===== config.mk =====
export PLATFORM = sky130hd
export DESIGN_NAME = dist_eval
export DESIGN_NICKNAME = d
export VERILOG_FILES = /design/src/dist_eval_pkg.sv /design/src/dist_eval.sv
export SDC_FILE = /design/constraint.sdc
export NUM_CORES = 2
export LEC_CHECK = 0
export BUFFER_PORTS_ARGS = -buffer_cell sky130_fd_sc_hd__buf_2
export CAP_MARGIN = 20
export CORE_ASPECT_RATIO = 0.5
export CORE_MARGIN = 3
export CORE_UTILIZATION = 51
export CTS_CLUSTER_SIZE = 8
export DETAILED_ROUTE_END_ITERATION = 8
export PLACE_DENSITY_LB_ADDON = 0.08
export SLEW_MARGIN = 0
export SYNTH_ARGS = -nofsm -noshare
export SYNTH_HDL_FRONTEND = slang
export SYNTH_SLANG_ARGS = --single-unit

===== constraint.sdc =====
create_clock -name clk_i -period 313.5 [get_ports clk_i]
set_input_delay 31.35 -clock clk_i [delete_from_list [all_inputs] [get_ports clk_i]]
set_output_delay 31.35 -clock clk_i [all_outputs]
set_load 0.05 [all_outputs]

===== src/dist_eval_pkg.sv =====
// Purpose: shared constants for the distance evaluation block
// Assumes: wishbone classic, 32-bit data, byte addresses
// Notes: distances in millimetres, analog code 16 bits full scale
package dist_eval_pkg;
  localparam int CLK_HZ = 125000000;
  localparam int TEACH_HOLD_MS = 3000;
  localparam int TEACH_LED_MS = 500;
  localparam int HOLD_CYC = (CLK_HZ / 1000) * TEACH_HOLD_MS;
  localparam int LED_CYC = (CLK_HZ / 1000) * TEACH_LED_MS;
  localparam logic [15:0] SENSE_CEIL_MM = 16'h2774;
  localparam logic [15:0] CLOSE_RANGE_MM = 16'h00C8;
  localparam logic [15:0] CODE_FULL = 16'hFFFF;
  localparam logic [15:0] CODE_4MA = 16'h3333;
  localparam logic [7:0] A_CTRL = 8'h00;
  localparam logic [7:0] A_ARANGE = 8'h04;
  localparam logic [7:0] A_SENSE = 8'h08;
  localparam logic [7:0] A_BZ1 = 8'h0C;
  localparam logic [7:0] A_BZ2 = 8'h10;
  localparam logic [7:0] A_POT = 8'h14;
  localparam logic [7:0] A_ADJ = 8'h18;
  localparam logic [7:0] A_SYNC = 8'h1C;
  localparam logic [7:0] A_SP = 8'h20;
  localparam logic [7:0] A_STAT = 8'h24;
  localparam logic [7:0] A_CLOSE = 8'h28;
  localparam logic [7:0] A_SVC = 8'h2C;
  localparam logic [31:0] CTRL_RST = 32'h0000_0000;
  localparam logic [31:0] ARANGE_RST = 32'h07D0_00C8;
  localparam logic [15:0] SENSE_RST = 16'h1770;
  localparam logic [31:0] ADJ_RST = 32'h07D0_00C8;
  localparam logic [31:0] SVC_KEY = 32'h5A5A_A5A5;
  typedef enum logic [1:0] {
    AM_OFF = 2'h0,
    AM_I020 = 2'h1,
    AM_I420 = 2'h2,
    AM_V010 = 2'h3
  } amode_t;
  typedef enum logic [2:0] {
    LIM_NONE = 3'h0,
    LIM_SP11 = 3'h1,
    LIM_SP12 = 3'h2,
    LIM_SP21 = 3'h3,
    LIM_SP22 = 3'h4,
    LIM_ASTART = 3'h5,
    LIM_AEND = 3'h6
  } lim_t;
  typedef enum logic [3:0] {
    LS_IDLE = 4'b0001,
    LS_SYNC = 4'b0010,
    LS_MUX = 4'b0100,
    LS_TEACH = 4'b1000
  } lmode_t;
endpackage


===== src/dist_eval.sv =====
// Purpose: distance evaluation, analog output code, pots, teach and peer timing
// Assumes: one distance sample per measuring cycle, pots as 8-bit positions
// Notes: registers over classic wishbone; sync_teach_line is open-drain
// Functional notes
// current modes drive code over 0..20 mA or 4..20 mA by distance
// voltage mode drives 0..10 V, only on voltage variants
// inactive output holds code at zero
// rising or falling characteristic selectable
// host keeps analog start below end and inside sensing range
// no object, near and far each pick max or min value
// minimum is 0 mA, 4 mA or 0 V per variant
// maximum is 20 mA or 10 V
// close range is fixed, read only, writes rejected
// only echoes between close range end and sensing end count
// sensing end limited to close end..10100 mm, service access only
// object in enabled blind zone behaves as no object
// two blind zones, each with start, end and disable
// each pot assignable to one range limit or off
// pot stops map to adjustment range start and end
// line grounded three seconds with object teaches its distance
// green indicator half a second, teach repeats every three seconds
// no object during teach leaves limits unchanged
// teach disabled after reset
// sync mode uses longest cycle, holds output in extension
// multiplex transmits in address order over shared count
// teach configuration disables sync and multiplex
// analog code interpolates linearly, updated once per cycle
`timescale 1ns/100ps
module dist_eval #(
  parameter int HOLD_CYCLES = dist_eval_pkg::HOLD_CYC,
  parameter int LED_CYCLES = dist_eval_pkg::LED_CYC,
  parameter logic VOLT_VARIANT = 1'b0
) (
  input wire logic clk_i,
  input wire logic rst_i,
  input wire logic [7:0] adr_i,
  input wire logic [31:0] dat_i,
  output logic [31:0] dat_o,
  input wire logic we_i,
  input wire logic [3:0] sel_i,
  input wire logic cyc_i,
  input wire logic stb_i,
  output logic ack_o,
  input wire logic meas_valid_i,
  input wire logic echo_found_i,
  input wire logic [15:0] echo_dist_i,
  input wire logic [7:0] pot1_pos_i,
  input wire logic [7:0] pot2_pos_i,
  input wire logic sync_teach_line_i,
  output logic sync_teach_line_o,
  output logic sync_teach_line_oe_o,
  input wire logic peer_cycle_end_i,
  output logic tx_start_o,
  output logic out_hold_o,
  output logic [15:0] analog_code_o,
  output logic led_green_o
);
  import dist_eval_pkg::*;

  typedef struct packed {
    logic [31:0] rdat;
    logic ack;
    logic [1:0] amode;
    logic rising;
    logic [2:0] beh;
    logic teach_en;
    logic [15:0] a_start;
    logic [15:0] a_end;
    logic [15:0] sense_end;
    logic [15:0] bz1_s;
    logic [15:0] bz1_e;
    logic bz1_off;
    logic [15:0] bz2_s;
    logic [15:0] bz2_e;
    logic bz2_off;
    logic [2:0] pot1_sel;
    logic [2:0] pot2_sel;
    logic [15:0] adj_s;
    logic [15:0] adj_e;
    logic [1:0] lmode_cfg;
    logic [3:0] addr;
    logic [3:0] count;
    logic [3:0][15:0] sp;
    logic svc;
    logic rej;
    logic [2:0] ln;
    lmode_t lmode;
    logic [31:0] hold_cnt;
    logic [31:0] led_cnt;
    logic teach_seen;
    logic [15:0] teach_dist;
    logic [3:0] slot;
    logic own_done;
    logic tx;
    logic hold;
    logic drive;
    logic [15:0] code;
    logic led;
  } st_t;

  st_t r, nxt;
  logic line_low;
  logic valid_obj;
  logic [31:0] span, off, scaled;
  logic [15:0] vmin, vmax, pos;
  lim_t tsel;

  function automatic logic [15:0] pot_map(input logic [7:0] p, input logic [15:0] s,
                                          input logic [15:0] e);
    logic [31:0] t;
    t = 32'(p) * 32'(e - s) / 32'h0000_00FF;
    return s + t[15:0];
  endfunction

  always_comb begin
    nxt = r;
    nxt.ack = 1'b0;
    nxt.tx = 1'b0;
    nxt.ln = {r.ln[1:0], sync_teach_line_i};
    line_low = (r.ln[2] == 1'b0) && (r.ln[1] == 1'b0);
    valid_obj = echo_found_i && (echo_dist_i >= CLOSE_RANGE_MM) && (echo_dist_i <= r.sense_end)
      && !(!r.bz1_off && echo_dist_i >= r.bz1_s && echo_dist_i <= r.bz1_e)
      && !(!r.bz2_off && echo_dist_i >= r.bz2_s && echo_dist_i <= r.bz2_e);
    // bus slave
    if (cyc_i && stb_i && !r.ack) begin
      nxt.ack = 1'b1;
      nxt.rdat = 32'h0000_0000;
      unique case (adr_i)
        A_CTRL: nxt.rdat = {24'h0, r.teach_en, r.beh, r.rising, 1'b0, r.amode};
        A_ARANGE: nxt.rdat = {r.a_end, r.a_start};
        A_SENSE: nxt.rdat = {16'h0, r.sense_end};
        A_BZ1: nxt.rdat = {r.bz1_off, r.bz1_e[14:0], r.bz1_s};
        A_BZ2: nxt.rdat = {r.bz2_off, r.bz2_e[14:0], r.bz2_s};
        A_POT: nxt.rdat = {26'h0, r.pot2_sel, r.pot1_sel};
        A_ADJ: nxt.rdat = {r.adj_e, r.adj_s};
        A_SYNC: nxt.rdat = {20'h0, r.count, r.addr, 2'h0, r.lmode_cfg};
        A_STAT: nxt.rdat = {26'h0, r.rej, r.led, r.lmode};
        A_CLOSE: nxt.rdat = {16'h0, CLOSE_RANGE_MM};
        A_SP: nxt.rdat = {16'h0, r.sp[0]};
        default: nxt.rdat = 32'h0000_0000;
      endcase
      if (we_i && sel_i == 4'hF) begin
        unique case (adr_i)
          A_CTRL: begin
            if (!VOLT_VARIANT || dat_i[1:0] == AM_OFF || dat_i[1:0] == AM_V010)
              nxt.amode = dat_i[1:0];
            if (VOLT_VARIANT && (dat_i[1:0] == AM_I020 || dat_i[1:0] == AM_I420))
              nxt.amode = r.amode;
            if (!VOLT_VARIANT && dat_i[1:0] == AM_V010)
              nxt.amode = r.amode;
            nxt.rising = dat_i[3];
            nxt.beh = dat_i[6:4];
            nxt.teach_en = dat_i[7];
          end
          A_ARANGE: begin
            nxt.a_start = dat_i[15:0];
            nxt.a_end = dat_i[31:16];
          end
          A_SENSE: begin
            if (r.svc && dat_i[15:0] >= CLOSE_RANGE_MM && dat_i[15:0] <= SENSE_CEIL_MM)
              nxt.sense_end = dat_i[15:0];
            else
              nxt.rej = 1'b1;
          end
          A_BZ1: begin
            nxt.bz1_s = dat_i[15:0];
            nxt.bz1_e = {1'b0, dat_i[30:16]};
            nxt.bz1_off = dat_i[31];
          end
          A_BZ2: begin
            nxt.bz2_s = dat_i[15:0];
            nxt.bz2_e = {1'b0, dat_i[30:16]};
            nxt.bz2_off = dat_i[31];
          end
          A_POT: begin
            nxt.pot1_sel = dat_i[2:0];
            nxt.pot2_sel = dat_i[5:3];
          end
          A_ADJ: begin
            nxt.adj_s = dat_i[15:0];
            nxt.adj_e = dat_i[31:16];
          end
          A_SYNC: begin
            nxt.lmode_cfg = dat_i[1:0];
            nxt.addr = dat_i[7:4];
            nxt.count = dat_i[11:8];
          end
          A_CLOSE: nxt.rej = 1'b1;
          A_SVC: nxt.svc = (dat_i == SVC_KEY);
          A_STAT: nxt.rej = 1'b0;
          A_SP: nxt.sp[0] = dat_i[15:0];
          default: ;
        endcase
      end
    end
    // pots override their limits
    for (int k = 0; k < 2; k++) begin
      tsel = lim_t'(k == 0 ? r.pot1_sel : r.pot2_sel);
      pos = pot_map(k == 0 ? pot1_pos_i : pot2_pos_i, r.adj_s, r.adj_e);
      unique case (tsel)
        LIM_SP11, LIM_SP12, LIM_SP21, LIM_SP22: nxt.sp[2'(tsel - LIM_SP11)] = pos;
        LIM_ASTART: nxt.a_start = pos;
        LIM_AEND: nxt.a_end = pos;
        default: ;
      endcase
    end
    // link mode
    if (r.teach_en)
      nxt.lmode = LS_TEACH;
    else if (r.lmode_cfg == 2'h1)
      nxt.lmode = LS_SYNC;
    else if (r.lmode_cfg == 2'h2)
      nxt.lmode = LS_MUX;
    else
      nxt.lmode = LS_IDLE;
    nxt.drive = 1'b0;
    // countdown first so that a new teach indication wins over it
    if (r.led_cnt != 32'h0)
      nxt.led_cnt = r.led_cnt - 32'h1;
    unique case (r.lmode)
      LS_TEACH: begin
        if (line_low) begin
          if (meas_valid_i && valid_obj) begin
            nxt.teach_seen = 1'b1;
            nxt.teach_dist = echo_dist_i;
          end else if (meas_valid_i) begin
            nxt.teach_seen = 1'b0;
          end
          if (r.hold_cnt >= 32'(HOLD_CYCLES - 1)) begin
            nxt.hold_cnt = 32'h0;
            if (r.teach_seen) begin
              tsel = lim_t'(r.pot1_sel);
              unique case (tsel)
                LIM_SP11, LIM_SP12, LIM_SP21, LIM_SP22: nxt.sp[2'(tsel - LIM_SP11)] = r.teach_dist;
                LIM_ASTART: nxt.a_start = r.teach_dist;
                LIM_AEND: nxt.a_end = r.teach_dist;
                default: ;
              endcase
              nxt.led_cnt = 32'(LED_CYCLES);
            end
          end else begin
            nxt.hold_cnt = r.hold_cnt + 32'h1;
          end
        end else begin
          nxt.hold_cnt = 32'h0;
          nxt.teach_seen = 1'b0;
        end
      end
      LS_SYNC: begin
        nxt.drive = meas_valid_i && !r.own_done ? 1'b0 : 1'b0;
        if (meas_valid_i) begin
          nxt.own_done = 1'b1;
          nxt.hold = 1'b1;
        end
        if (peer_cycle_end_i) begin
          nxt.own_done = 1'b0;
          nxt.hold = 1'b0;
          nxt.tx = 1'b1;
        end
        nxt.drive = r.own_done && !peer_cycle_end_i ? 1'b0 : !r.own_done;
      end
      LS_MUX: begin
        nxt.drive = !r.own_done;
        if (meas_valid_i)
          nxt.own_done = 1'b1;
        if (peer_cycle_end_i) begin
          nxt.slot = (r.slot + 4'h1 >= r.count) ? 4'h0 : r.slot + 4'h1;
          nxt.own_done = 1'b0;
          nxt.tx = (((r.slot + 4'h1 >= r.count) ? 4'h0 : r.slot + 4'h1) == r.addr);
        end
      end
      default: begin
        nxt.own_done = 1'b0;
        nxt.hold = 1'b0;
        nxt.tx = meas_valid_i;
      end
    endcase
    nxt.led = (nxt.led_cnt != 32'h0);
    // analog code
    vmin = (r.amode == AM_I420) ? CODE_4MA : 16'h0000;
    vmax = CODE_FULL;
    span = 32'(r.a_end - r.a_start);
    off = 32'(echo_dist_i - r.a_start);
    scaled = (span == 32'h0) ? 32'h0 : off * 32'(vmax - vmin) / span;
    if (meas_valid_i && !r.hold) begin
      if (!valid_obj)
        nxt.code = r.beh[0] ? vmax : vmin;
      else if (echo_dist_i < r.a_start)
        nxt.code = r.beh[1] ? vmax : vmin;
      else if (echo_dist_i > r.a_end)
        nxt.code = r.beh[2] ? vmax : vmin;
      else if (r.rising)
        nxt.code = vmin + scaled[15:0];
      else
        nxt.code = vmax - scaled[15:0];
    end
    if (r.amode == AM_OFF)
      nxt.code = 16'h0000;
  end

  always_ff @(posedge clk_i) begin
    if (rst_i) begin
      r <= '0;
      r.a_start <= ARANGE_RST[15:0];
      r.a_end <= ARANGE_RST[31:16];
      r.sense_end <= SENSE_RST;
      r.bz1_off <= 1'b1;
      r.bz2_off <= 1'b1;
      r.adj_s <= ADJ_RST[15:0];
      r.adj_e <= ADJ_RST[31:16];
      r.lmode <= LS_IDLE;
      r.ln <= 3'h7;
      r.count <= 4'h1;
      r.teach_en <= 1'b0;
    end else begin
      r <= nxt;
    end
  end

  assign dat_o = r.rdat;
  assign ack_o = r.ack;
  assign sync_teach_line_o = 1'b0;
  assign sync_teach_line_oe_o = r.drive;
  assign tx_start_o = r.tx;
  assign out_hold_o = r.hold;
  assign analog_code_o = r.code;
  assign led_green_o = r.led;
endmodule


# Yosys cells after proc, flatten, opt, wreduce, memory -nomap -nowiden
# Cells that the tools add are included.
classes:
  n_eq_ne: 36
  n_addsub: 13
  n_shift: 0
  mul: 3
  div: 3
  order_cmp: 16
  n_mux: 76
  n_reduce_logical: 53
  n_bitwise: 4
ops:
  columns: ["op", "n"]
  rows:
  - ["2-to-1 mux 64 bit", 7]
  - ["2-to-1 mux 32 bit", 12]
  - ["case mux 32 bit (11 select lines)", 1]
  - ["2-to-1 mux 16 bit", 21]
  - ["bitwise mux 64 bit", 3]
  - ["2-to-1 mux 170 bit", 1]
  - ["2-to-1 mux 169 bit", 1]
  - ["2-to-1 mux 33 bit", 2]
  - ["demux 16 bit (select 2 bit)", 2]
  - ["divider 32 x 8 -> 32 bit, second input constant", 2]
  - ["nonzero test 32 bit", 2]
  - ["subtractor 16 x 16 -> 17 bit", 3]
  - ["2-to-1 mux 49 bit", 1]
  - ["2-to-1 mux 18 bit", 2]
  - ["adder 16 bit", 2]
  - ["adder 32 x 1 -> 32 bit, second input constant", 1]
  - ["divider 32 x 32 -> 32 bit", 1]
  - ["equality test 32 x 31 -> 1 bit, second input constant", 1]
  - ["equality test 8 x 5 -> 1 bit, second input constant", 4]
  - ["equality test 8 x 6 -> 1 bit, second input constant", 4]
  - ["greater-or-equal comparator 16 bit", 2]
  - ["greater-or-equal comparator 16 x 8 -> 1 bit, second input constant", 2]
  - ["greater-or-equal comparator 32 x 29 -> 1 bit, second input constant", 1]
  - ["<= comparator 16 x 15 -> 1 bit", 2]
  - ["54 further kinds", 124]
totals:
  romBits: 0
  latchBits: 0
  mem_bits_rw: 0
  memories: 0
  reg_bits: 379

# Depth between registers and ports, before layout
logic_depth:
  ltp_word: 17
  depth_mapped: 735
  mapped_depth_nobuf: 702

# Worst setup path after synthesis
# Ideal clock, no wire load.
synth_timing:
  path_kind: "input to register"
  from: "input port echo_dist_i[0]"
  to: "register r, in the netlist analog_code_o[15]"
  path_slack_ps: 152678
  required_time_ps: 313360
  arrival_ps: 160682
  setup_time_ps: 140
  path_stages: 715
  n_path_buf: 34
  path_cell_list: "inv_1 > ha_1 > inv_1 > fa_1 > a21o_1 > a21oi_1 > o21bai_1 > a21oi_1 > o21bai_1 > a21oi_1 > o21bai_1 > a21oi_1 > o21bai_1 > a21oi_1 > o21bai_1 > a21oi_1 > o21bai_1 > a21oi_1 > [679 not listed] > a21oi_1 > nor2_1 > ha_1 > a21oi_1 > nor2_1 > a31oi_1 > nor2b_1 > o21bai_1 > nor2_1 > o21a_1 > o21a_1 > a31oi_1 > nor2b_1 > o21ai_0 > and3_1 > nor3_1 > o21ai_0 > a21oi_1"
synth_via:
  elab_chain_len: 9
  word_cells_on_any_way: 28
  cone_classes: "add/sub (3); mul (1); div (1); order compare (8); mux (5); reduce/logical (10)"
synth_lines:
  columns: ["element", "line", "rtl"]
  rows:
  - ["start: declaration", "dist_eval.sv:46", "input wire logic [15:0] echo_dist_i,"]
  - ["subtractor 16 x 16 -> 17 bit", "dist_eval.sv:283", "off = 32'(echo_dist_i - r.a_start);"]
  - ["multiplier 17 x 17 -> 32 bit", "dist_eval.sv:284", "scaled = (span == 32'h0) ? 32'h0 : off * 32'(vmax - vmin) / span;"]
  - ["divider 32 x 32 -> 32 bit", "dist_eval.sv:284", null]
  - ["2-to-1 mux 16 bit", "dist_eval.sv:284", null]
  - ["subtractor 16 bit or adder 14 x 16 -> 16 bit (tied branches)", "dist_eval.sv:295, dist_eval.sv:293", null]
  - ["2-to-1 mux 16 bit", "dist_eval.sv:292", "else if (r.rising)"]
  - ["2-to-1 mux 16 bit", "dist_eval.sv:290", "else if (echo_dist_i > r.a_end)"]
  - ["2-to-1 mux 16 bit", "dist_eval.sv:288", "else if (echo_dist_i < r.a_start)"]
  - ["2-to-1 mux 16 bit (*)", "dist_eval.sv:286", "if (!valid_obj)"]
  - ["end signal: assignment", "dist_eval.sv:316", "r <= nxt;"]
  - ["end: declaration", "dist_eval.sv:101", "st_t r, nxt;"]
# Every way passes the cells marked *; elsewhere a longest branch is shown, timed or not.
# A chain may end at the register's enable or synchronous reset.

# Worst setup path in the final report
# Ends and elaborated chain as after synthesis.

==> results.yml <==
run_status:
  status: "finished clean"
min_path:
  hold_end: "nxt[112]"
  whs_path_depth: 1
  hp-start: "nxt[111]"
  hp-class: "register to register"
timing:
  setup_tns_ns: 0
  min_period_over_period_pct: 53.7
  tightest_slew_ns: 1.09
  finClkSkew_ns: 0.0271
  drv_slew: 0
  timing.final.crit_period_ns: 168.38
  hold_violations: 0
  rsz0062_at_grt: "no"
  max_freq_mhz: 5.94
  max_slew_margin_pct: 26.8
  setup_viol: 0
  hold_ws_ns: 0.421
final_layout:
  nets: 10900
  num-fill-cells: 13700
  syn2layout_area_growth_pct: 4.98
  layout-drive-gt1-share_pct: 7.56
synth:
  synth-edff-count: 0
  synthFlopType: "dfxtp_1"
  ys_async_sr_fraction_pct: 0
  yosysWarnings: 0
  synth_area_sq_um: 72500
  yosysTopAreaCellShare_pct: 15.9
  ys_types: 143
  synth_fp_nets: 11000
  yosysSeqAreaShare_pct: 9.14
  synth_largest_area_cell: "ha_1"
  syn_avg_cell_area_sq_um: 7.57
  synth-seq-cells: 331
  yosys-top-cells-area: "ha_1 (16%), fa_1 (12%), dfxtp_1 (9.1%), nand2_1 (4.8%), inv_1 (4.6%)"
  synth_cells: 9580
global_route:
  grt_pass1_wl_mm: 362
  grt_max_degree: 170
  gr-total-overflow: 0
  grt_usage_pct: 30.2
  antenna_found_initial: 3
  grt_pass1_vias: 64200
die:
  rows: 97
  core_area_sq_um: 141000
  start_util_pct: 51.6
  die_h_um: 273
  dieWidth_um: 539
  pin_count: 139
  dieArea_sq_um: 147000
worst_setup_path:
  timing.rr.end: "analog_code_o[15]"
  critPathArrivalTime_ns: 168.81
  path_max_fanout: 61
  path_buf_inv: 41
  r2r-start: "r[325]"
  rrSetupSlack_ns: 175.87
  critPathTopFamily: "compound AO/OA/AOI/OAI gates"
  crit_path_top_delay_cell: "inv_1"
  crit_path_end_kind: "register"
  cp.required_ns: 313.93
  cp-start-kind: "input pin"
  slowest_delay_ns: 0.74
  worstSetupPathType: "input pin to register"
  r2r_cells: 697
  cpMostUsedCell: "o21a_1"
clocking:
  cts.reportedPaths.clkPinSlew_ns: 0.05
  numCtsBuffers: 48
  cts_setup_buffers: 0
  insertion_delay_ns: 0.58
  cts-resized-gates: 0
  cts_tree: "yes"
  holdBufCountCts: 0
  clock_path_buffers: 3
  clock-root-buffer: "clkbuf_16"
  cts.sinks: 331
  h-tree-depth: 2
routing:
  wl_per_cell_um: 20.2
  wl_mm: 229
  drtPass1Iterations: 9
  drc_errors: 0
  num_vias: 69000
  postRouteAntennaNets: 0
  viasPerCell: 6.07
  drt_iter0_markers: 5591
place:
  numPortBuffers: 137
  gp_congestion: 0.951
  dp_hpwl_mm: 179
run:
  maxCapViolCount: 0
flip-flops by register name, summed over array words and instances (netlist names):
signal	cells
tx_start_o	1
out_hold_o	1
dat_o	32
sync_teach_line_oe_o	1
analog_code_o	16
led_green_o	1
r	276
ack_o	1
nxt	2
worst max-delay path by stage:
stage	start	end	slack (ns)	depth (start not counted)
2_1_floorplan	echo_dist_i[0]	analog_code_o[15]	152.68	715
4_1_cts	echo_dist_i[0]	analog_code_o[15]	145.79	697
6_report	echo_dist_i[0]	analog_code_o[15]	145.12	699
3_5_place_dp	echo_dist_i[0]	analog_code_o[15]	145.68	698
5_1_grt	echo_dist_i[0]	analog_code_o[15]	134.74	699
3_3_place_gp	echo_dist_i[0]	analog_code_o[15]	148.78	696
cells in the mapped netlist, types with 52 or more instances:
| cell | number |
|---|---|
| a211oi_1 | 134 |
| a21o_1 | 130 |
| a21oi_1 | 625 |
| a31oi_1 | 52 |
| and2_1 | 184 |
| and3_1 | 75 |
| buf_4 | 53 |
| clkbuf_1 | 307 |
| dfxtp_1 | 331 |
| fa_1 | 437 |
| ha_1 | 921 |
| inv_1 | 895 |
| mux2_2 | 195 |
| mux2i_1 | 106 |
| nand2_1 | 930 |
| nand2b_1 | 96 |
| nand3_1 | 195 |
| nand4_1 | 134 |
| nor2_1 | 772 |
| nor2b_1 | 95 |
| nor3_1 | 530 |
| nor4_1 | 55 |
| o211ai_1 | 53 |
| o21a_1 | 409 |
| o21ai_0 | 365 |
| o21bai_1 | 81 |
| o31ai_1 | 173 |
| or2_2 | 64 |
| or3_1 | 54 |
| xnor2_1 | 314 |
| xor2_1 | 112 |
placed cells by master, fill, tap and decap left out, types with 133 or more instances in the layout:
cell	count
a21oi_1	620
nor3_1	528
and2_1	184
mux2_2	195
a211oi_1	133
fa_1	437
buf_2	136
o21ai_0	365
xnor2_1	310
nand3_1	195
inv_1	892
nand2_1	930
nand4_1	134
dfxtp_1	331
o21a_1	409
ha_1	920
o31ai_1	172
nor2_1	769
cells by family (layout without fill, tap and decap cells):
family / count (synthesis) / after routing / share of synthesized area [%]
DFF: 331 / 331 / 9.14
xor gates and xnor gates: 433 / 433 / 5.31
buffers and inverters: 1298 / 1194 / 7.05
and+or+nand+nor: 3356 / 3356 / 22.5
muxes: 305 / 305 / 4.57
adders and majority gates: 1364 / 1364 / 28.1
other: 1 / 4 / 0.00517
AOI/OAI and AO/OA: 2492 / 2492 / 23.4
cell type report:
type | count | area (sq um) | share of cell area [%]
multi-input cells | 7951 | 60900 | 80.1
flip-flops and latches | 331 | 6630 | 8.71
inverters | 898 | 3380 | 4.44
well taps | 1881 | 2350 | 3.09
repair buffers | 243 | 1540 | 2.03
clock buffers | 50 | 1220 | 1.60
clock inverters | 3 | 45.0 | 0.0592
diodes | 3 | 7.51 | 0.00987
worst reg2reg max path: cells and delay by family, from the launching register on:
family / cells / cell delay (ns)
simple gates: 120 / 17.65
flops: 1 / 0.49
mux: 11 / 4.10
buf+inv: 39 / 8.14
fa+ha+maj: 42 / 14.23
compound gates: 484 / 92.67
xor+xnor: 1 / 0.16
per-stage QoR:
step / setup WS (ns) / util (%) / instances / instance area [sq um]
final: 145.12 / 54.1 / 11400 / 76100
after global routing: 134.74 / 54.1 / 11400 / 76100
after CTS: 145.79 / 54.1 / 11400 / 76000
after detailed placement: 145.68 / 53.2 / 11300 / 74800
after global placement: 148.78 / 53.2 / 11300 / 74800
after floorplan: 152.68 / - / 9580 / 72500
layer usage:
layer | vias up | global-route usage [%] | wire length [um]
met1 | 32800 | 41.1 | 103000
met3 | 330 | 2.39 | 12200
met4 | 0 | 9.23 | 7590
li1 | 33900 | - | -
met5 | - | 0 | 0
met2 | 1942 | 51.0 | 106000
Power is left out: the tool's default activity adds up to more than one toggle a clock period on the data nets, which glitch-free logic cannot reach.
